==> config.mk <==
export PLATFORM = sky130hd
export DESIGN_NAME = radio_modem_config_bank
export DESIGN_NICKNAME = d
export VERILOG_FILES = /design/src/logic/modem_cfg_pkg.sv /design/src/logic/radio_modem_config_bank.sv /design/src/logic/loop_table_loader.sv
export SDC_FILE = /design/constraint.sdc
export NUM_CORES = 1
export LEC_CHECK = 0
export BUFFER_PORTS_ARGS = -buffer_cell sky130_fd_sc_hd__buf_2
export CAP_MARGIN = 20
export CORE_AREA = 4 4 135 105
export CTS_BUF_LIST = sky130_fd_sc_hd__clkbuf_8
export DETAILED_ROUTE_END_ITERATION = 10
export DIE_AREA = 0 0 139 109
export PLACE_DENSITY_LB_ADDON = 0.25
export SKIP_CTS_REPAIR_TIMING = 1
export SKIP_LAST_GASP = 1
export SYNTH_ARGS = -nofsm -noshare
export SYNTH_HDL_FRONTEND = slang
export SYNTH_SLANG_ARGS = --single-unit
==> constraint.sdc <==
create_clock -name I_CLOCK -period 4.8 [get_ports I_CLOCK]
set_clock_uncertainty 0.2 [all_clocks]
set_input_delay 0.72 -clock I_CLOCK [delete_from_list [all_inputs] [get_ports I_CLOCK]]
set_output_delay 0.72 -clock I_CLOCK [all_outputs]
set_load 0.02 [all_outputs]
==> src/logic/modem_cfg_pkg.sv <==
// constants and register map of the modem configuration bank
// assumes a 40 MHz system clock and an APB master with 32-bit data
package modem_cfg_pkg;
	// printed offsets are not multiples of four: they are register indices
	localparam logic [9:0] IDX_CARRIER_LOW   = 10'h109;
	localparam logic [9:0] IDX_CARRIER_MID   = 10'h10a;
	localparam logic [9:0] IDX_CARRIER_HIGH  = 10'h10b;
	localparam logic [9:0] IDX_BIT_RATE_LOW  = 10'h10c;
	localparam logic [9:0] IDX_RATE_DEV_HIGH = 10'h10d;
	localparam logic [9:0] IDX_DEV_LOW       = 10'h10e;
	localparam logic [9:0] IDX_CORR_BW       = 10'h10f;
	localparam logic [9:0] IDX_POST_BW       = 10'h110;
	localparam logic [9:0] IDX_SPARE         = 10'h111;
	localparam logic [9:0] IDX_LOOP_TUNE     = 10'h112;
	localparam logic [9:0] IDX_LOOP_SELECT   = 10'h113;
	localparam int         NUM_REGS          = 11;
	localparam logic [7:0] REG_RESET         = 8'h00;
	// field positions
	localparam int RATE_HI_LSB  = 0;
	localparam int DEV_HI_LSB   = 4;
	localparam int PHASE_LSB    = 0;
	localparam int TUNE_LSB     = 2;
	localparam int SELECT_LSB   = 4;
	// comparison frequency and scale factors
	localparam longint COMPARISON_FREQ_HZ = 64'd26000000;
	localparam int     FRAC_BITS          = 16;
	localparam int     RATE_STEP          = 100;
	localparam int     DEV_STEP           = 100;
	localparam int     POST_BW_MULT       = 2;
	localparam logic [1:0] SEL_AUTO       = 2'h0;
	typedef enum logic [1:0] {
		RADIO_IDLE = 2'b00,
		RADIO_RX   = 2'b01,
		RADIO_TX   = 2'b10
	} radio_state_t;
endpackage

==> src/logic/radio_modem_config_bank.sv <==
// APB register bank for carrier, rate, deviation and demodulator settings
// assumes APB3 master on I_CLOCK; radio state input synchronous to I_CLOCK
//
// Chosen here: the APB slave port.
`timescale 1ns/10ps
module radio_modem_config_bank
	import modem_cfg_pkg::*;
(
	input  wire logic         I_CLOCK,
	input  wire logic         I_RESETN,
	input  wire logic         I_PSEL,
	input  wire logic         I_PENABLE,
	input  wire logic         I_PWRITE,
	input  wire logic [11:0]  I_PADDR,
	input  wire logic [31:0]  I_PWDATA,
	input  wire radio_state_t I_RADIO_STATE,
	output logic [31:0]       O_PRDATA,
	output logic              O_PREADY,
	output logic              O_PSLVERR,
	output logic [23:0]       O_CARRIER_WORD,
	output logic [11:0]       O_BIT_RATE_WORD,
	output logic [11:0]       O_TONE_OFFSET_WORD,
	output logic [7:0]        O_CORRELATOR_BANDWIDTH,
	output logic [7:0]        O_POST_FILTER_BANDWIDTH,
	output logic [5:0]        O_RX_LOOP_TUNE,
	output logic [1:0]        O_CORRELATOR_PHASE,
	output logic [1:0]        O_LOOP_TABLE_SELECT,
	output logic              O_LOAD_TX_TABLE,
	output logic              O_LOAD_RX_TABLE
);
	typedef struct packed {
		logic [NUM_REGS-1:0][7:0] regs;
		logic [31:0]              rdata;
		logic                     ready;
		logic                     slverr;
		logic [23:0]              carrier;
		logic [11:0]              rate;
		logic [11:0]              dev;
		logic [7:0]               corr_bw;
		logic [7:0]               post_bw;
		logic [5:0]               tune;
		logic [1:0]               phase;
		logic [1:0]               sel;
	} bank_t;

	bank_t st;
	bank_t next_st;
	logic  rst_meta;
	logic  rst_sync;
	logic  load_tx;
	logic  load_rx;
	logic  load_tx_q;
	logic  load_rx_q;

	// byte address is four times the index; returns index slot or -1
	function automatic int reg_slot(input logic [11:0] addr);
		reg_slot = -1;
		if (addr[1:0] != 2'h0) begin
			reg_slot = -1;
		end else if (addr[11:2] >= IDX_CARRIER_LOW && addr[11:2] <= IDX_LOOP_SELECT) begin
			reg_slot = int'(addr[11:2] - IDX_CARRIER_LOW);
		end
	endfunction

	always_ff @(posedge I_CLOCK or negedge I_RESETN) begin
		if (!I_RESETN) begin
			rst_meta <= 1'b0;
			rst_sync <= 1'b0;
		end else begin
			rst_meta <= 1'b1;
			rst_sync <= rst_meta;
		end
	end

	always_comb begin
		int slot;
		slot = reg_slot(I_PADDR);
		next_st = st;
		next_st.ready = 1'b0;
		next_st.slverr = 1'b0;
		// one wait state: answer on the second access-phase edge
		if (I_PSEL && I_PENABLE && !st.ready) begin
			next_st.ready = 1'b1;
			if (slot < 0) begin
				next_st.slverr = 1'b1;
				next_st.rdata = 32'h0000_0000;
			end else if (!I_PWRITE) begin
				next_st.rdata = {24'h00_0000, st.regs[slot]};
			end
		end
		// write lands only at the completing edge
		if (I_PSEL && I_PENABLE && st.ready && I_PWRITE && slot >= 0) begin
			next_st.regs[slot] = I_PWDATA[7:0];
		end
		next_st.carrier = {next_st.regs[IDX_CARRIER_HIGH - IDX_CARRIER_LOW],
			next_st.regs[IDX_CARRIER_MID - IDX_CARRIER_LOW],
			next_st.regs[0]};
		next_st.rate = {next_st.regs[IDX_RATE_DEV_HIGH - IDX_CARRIER_LOW][RATE_HI_LSB +: 4],
			next_st.regs[IDX_BIT_RATE_LOW - IDX_CARRIER_LOW]};
		next_st.dev = {next_st.regs[IDX_RATE_DEV_HIGH - IDX_CARRIER_LOW][DEV_HI_LSB +: 4],
			next_st.regs[IDX_DEV_LOW - IDX_CARRIER_LOW]};
		next_st.corr_bw = next_st.regs[IDX_CORR_BW - IDX_CARRIER_LOW];
		// bandwidth code passed on; synthesizer doubles it
		next_st.post_bw = next_st.regs[IDX_POST_BW - IDX_CARRIER_LOW];
		next_st.sel = next_st.regs[IDX_LOOP_SELECT - IDX_CARRIER_LOW][SELECT_LSB +: 2];
		// tuning only honoured for select 1 or 3
		next_st.tune = next_st.sel[0] ? next_st.regs[IDX_LOOP_TUNE - IDX_CARRIER_LOW][TUNE_LSB +: 6] : 6'h00;
		next_st.phase = next_st.regs[IDX_LOOP_TUNE - IDX_CARRIER_LOW][PHASE_LSB +: 2];
	end

	always_ff @(posedge I_CLOCK or negedge rst_sync) begin
		if (!rst_sync) begin
			st <= '0;
			load_tx_q <= 1'b0;
			load_rx_q <= 1'b0;
		end else begin
			st <= next_st;
			load_tx_q <= load_tx;
			load_rx_q <= load_rx;
		end
	end

	loop_table_loader u_loader (
		.i_clock       (I_CLOCK),
		.i_resetn      (rst_sync),
		.i_radio_state (I_RADIO_STATE),
		.i_select      (st.sel),
		.o_load_tx     (load_tx),
		.o_load_rx     (load_rx)
	);

	assign O_PRDATA = st.rdata;
	assign O_PREADY = st.ready;
	assign O_PSLVERR = st.slverr;
	assign O_CARRIER_WORD = st.carrier;
	assign O_BIT_RATE_WORD = st.rate;
	assign O_TONE_OFFSET_WORD = st.dev;
	assign O_CORRELATOR_BANDWIDTH = st.corr_bw;
	assign O_POST_FILTER_BANDWIDTH = st.post_bw;
	assign O_RX_LOOP_TUNE = st.tune;
	assign O_CORRELATOR_PHASE = st.phase;
	assign O_LOOP_TABLE_SELECT = st.sel;
	assign O_LOAD_TX_TABLE = load_tx_q;
	assign O_LOAD_RX_TABLE = load_rx_q;
endmodule

==> src/logic/loop_table_loader.sv <==
// loads predefined loop bandwidth tables when the radio enters rx or tx while the table select is auto (0)
// assumes the radio state input is synchronous to the system clock
`timescale 1ns/10ps
module loop_table_loader
	import modem_cfg_pkg::*;
(
	input  wire logic         i_clock,
	input  wire logic         i_resetn,
	input  wire radio_state_t i_radio_state,
	input  wire logic [1:0]   i_select,
	output logic              o_load_tx,
	output logic              o_load_rx
);
	typedef struct packed {
		radio_state_t prev;
		logic         load_tx;
		logic         load_rx;
	} loader_t;
	loader_t st;
	loader_t next_st;

	always_comb begin
		next_st = st;
		next_st.prev = i_radio_state;
		next_st.load_tx = (i_select == SEL_AUTO) && (i_radio_state == RADIO_TX) && (st.prev != RADIO_TX);
		next_st.load_rx = (i_select == SEL_AUTO) && (i_radio_state == RADIO_RX) && (st.prev != RADIO_RX);
	end

	always_ff @(posedge i_clock or negedge i_resetn) begin
		if (!i_resetn) begin
			st <= '{prev: RADIO_IDLE, load_tx: 1'b0, load_rx: 1'b0};
		end else begin
			st <= next_st;
		end
	end

	assign o_load_tx = st.load_tx;
	assign o_load_rx = st.load_rx;
endmodule

==> flow_metrics.env <==
export IMPL_slew_headroom=0.360
export IMPL_async_flop_share=1.00
export IMPL_clock_power_share=0.348
export IMPL_post_dp_cell_area_sq_um=6360
export IMPL_post_route_drc_count=0
export IMPL_fin_area_sq_um=6590
export IMPL_synth_compound_area_share=0.0944
export IMPL_synthCells=537
export IMPL_cp_arrival_ns=3.35
export IMPL_required_ns=4.87
export IMPL_maxSlewViolCount=0
export IMPL_synth_top_family_by_area="multiplexers"
export IMPL_cts_buffer_depth=2
export IMPL_routabilityCongestion=0.841
export IMPL_internal_power_mw=1.28
export IMPL_utilization=0.515
export IMPL_yosysTopAreaCell="dfrtp_1"
export IMPL_synth_area_top_cells="dfrtp_1 (44%), mux2_2 (15%), buf_4 (13%)"
export IMPL_cts_sinks=112
export IMPL_crit_path_start_kind="input port"
export IMPL_ir_drop_uv=215
export IMPL_die_w_microns=139
export IMPL_top_level_ports=161
export IMPL_vias=4114
export IMPL_chipHeight_microns=109
export IMPL_synth_distinct_cells=58
export IMPL_syn_area_sq_um=6330
export IMPL_crit_type="input port to flop"
export IMPL_first_pass_iters=5
export IMPL_setup_viol=0
export IMPL_track_usage=0.199
export IMPL_synth_edf_count=0
export IMPL_n_antenna_cell=0
export IMPL_crit_path_end_kind="flop"
export IMPL_worst_pin_slew_ns=0.961
export IMPL_first_iter_violations=286
export IMPL_synth_ff_type="dfrtp_1"
export IMPL_dieArea_sq_um=15200
export IMPL_synth_adder_area_share=0.00395
export IMPL_finalNetCount=616
export IMPL_fp_row_count=36
export IMPL_swShare=0.261
export IMPL_wl_per_cell_microns=20.4
export IMPL_core_sq_um=12800
export IMPL_port_buffers=112
export IMPL_cts_tree="built"
export IMPL_routed_via_density=5.57
export IMPL_min_period_ns=3.28
export IMPL_grt_pass1_vias=4145
export IMPL_overflow=0
export IMPL_yosys_area_top_type_share=0.443
export IMPL_clock_fmax_mhz=305
export IMPL_grt_max_degree=76
export IMPL_wirelength_microns=15100
export IMPL_seqPwrFrac=0.555
export IMPL_hold_violations=0
export IMPL_fin_crit_sh=0.682
export IMPL_synth_area_per_cell_sq_um=11.8
export IMPL_finalSetupTns_ns=0
export IMPL_clock_latency_ns=0.38
export IMPL_h_tree_depth=3
export IMPL_switchingPower_mw=0.451
export IMPL_drive_above_1_share=0.460
export IMPL_synth_common_cells="dfrtp_1 (112), buf_4 (107), mux2_2 (86)"
export IMPL_rsz0062_at_grt="no"
export IMPL_antenna_found_initial=0
export IMPL_ys_warn_count=0
export IMPL_dp_hpwl_microns=10900
export IMPL_pre_cts_slack_ns=1.12
export IMPL_start_util=0.495
export IMPL_clkTransAtPathRegs_ns=0.10
export IMPL_synthXorXnorAreaFrac=0.00277
export IMPL_fill_cells=1173
export IMPL_cap_violations=0
export IMPL_ys_ff_latch=112
export IMPL_clock_root_buffer="clkbuf_8"
export IMPL_yosysSeqAreaShare=0.443
export IMPL_synth_simple_area_share=0.108
export IMPL_cts_made_buffers=9
export IMPL_status="completed"
export IMPL_synthMuxAreaShare=0.193
export IMPL_yosysMostFrequentCell="dfrtp_1"
export IMPL_grt_pass1_wl_microns=23200
export IMPL_power_leakage_nw=3.37
export IMPL_ant_nets=0
export IMPL_area_growth_pct=4.05
export IMPL_hold_path_class="flop to flop"
export IMPL_hold_ws_ns=0.157
export IMPL_setup_slack_ns=1.52
export IMPL_pwr_density_cell_nw_per_um2=263
export IMPL_cp_max_fo=17
export IMPL_comb_power_share=0.097
==> routing by layer <==
metal	GRT usage	up-vias	wire [microns]
met2	0.318	144	7090
met5	0	-	0
met3	0.0495	21	1150
li1	-	1858	-
met1	0.274	2091	6640
met4	0.0517	0	214
==> layout by cell type, fill, tap and decap left out, types with 9 or more instances in the layout <==
master,netlist,final
nor2_1,17,17
nand3_1,16,16
buf_4,107,12
conb_1,2,25
dfrtp_1,112,111
clkbuf_8,0,12
o21ai_0,12,12
buf_2,5,112
nor3_1,9,9
inv_1,14,14
mux2_2,86,86
nor4_4,9,9
a22oi_1,13,13
o22ai_1,10,10
==> layout make-up <==
type,count,area [sq um],share of cell area
Clock buffer,12,165,0.0251
Clock inverter,4,48.8,0.00741
Inverter,14,52.6,0.00798
Multi-Input combinational cell,301,2640,0.401
Sequential cell,112,2810,0.426
Tap cell,171,214,0.0325
Timing Repair Buffer,125,661,0.100
==> through the flow <==
| step | power (mW) | std cells |
|---|---|---|
| 3_3_place_gp | 1.14 | 722 |
| 4_1_cts | 1.75 | 738 |
| 2_1_floorplan | 1.10 | 560 |
| 5_1_grt | 1.81 | 739 |
| 6_report | 1.73 | 739 |
| 3_5_place_dp | 1.15 | 722 |
==> flip-flops by register name (all words and copies together), names as in the netlist <==
| signal | count |
|---|---|
| O_RX_LOOP_TUNE | 6 |
| O_TONE_OFFSET_WORD | 12 |
| O_POST_FILTER_BANDWIDTH | 8 |
| O_CORRELATOR_PHASE | 1 |
| O_LOAD_TX_TABLE | 1 |
| O_PRDATA | 8 |
| u_loader.o_load_rx | 1 |
| O_LOAD_RX_TABLE | 1 |
| O_CORRELATOR_BANDWIDTH | 8 |
| O_CARRIER_WORD | 24 |
| u_loader.st | 2 |
| rst_meta | 1 |
| u_loader.o_load_tx | 1 |
| O_BIT_RATE_WORD | 11 |
| O_PREADY | 1 |
| st | 24 |
| rst_sync | 1 |
| O_PSLVERR | 1 |
==> power by group through the flow <==
stage               combinational [mW]  sequential [mW]  clock (mW)
detailed placement               0.167            0.980           0
global placement                 0.164            0.979           0
CTS                              0.167            0.962       0.621
floorplan                        0.120            0.982           0
global route                     0.182            0.964       0.663
finish                           0.168            0.960       0.602
==> worst paths after layout <==
path | slack [ns] | cells after the start | from | endpoint
hold / removal | 0.16 | 0 | u_loader.o_load_tx$_DFF_PN0_ | O_LOAD_TX_TABLE$_DFF_PN0_
setup reg to reg | 1.98 | 5 | O_PREADY$_DFF_PN0_ | O_BIT_RATE_WORD[1]$_DFFE_PN0P_
hold reg to reg | 0.16 | 0 | u_loader.o_load_tx$_DFF_PN0_ | O_LOAD_TX_TABLE$_DFF_PN0_
setup / recovery | 1.52 | 8 | I_PADDR[2] | O_BIT_RATE_WORD[5]$_DFFE_PN0P_
min in group asynchronous | 0.31 | 0 | rst_sync$_DFF_PN0_ | st[177]$_DFFE_PN0P_
max in group asynchronous | 3.06 | 1 | rst_sync$_DFF_PN0_ | O_PRDATA[7]$_DFFE_PN0P_
==> worst max-delay path, stage by stage <==
cell      delay (ns)
buf_2           0.13
inv_1           0.12
ha_1            0.31
nand2b_1        0.17
and4_1          0.22
o21ai_4         0.70
or4_1           0.56
mux2_2          0.39
==> cell families (layout without fill, tap and decap cells) <==
kind of cell,Yosys count,in the layout
other,2,25
buffers and inverters,147,155
AOI/OAI and AO/OA,79,79
DFF,112,112
adders and majority gates,2,2
muxes,99,99
and+or+nand+nor,94,94
xor gates and xnor gates,2,2
No activity file was read; power rests on OpenSTA's default activity.
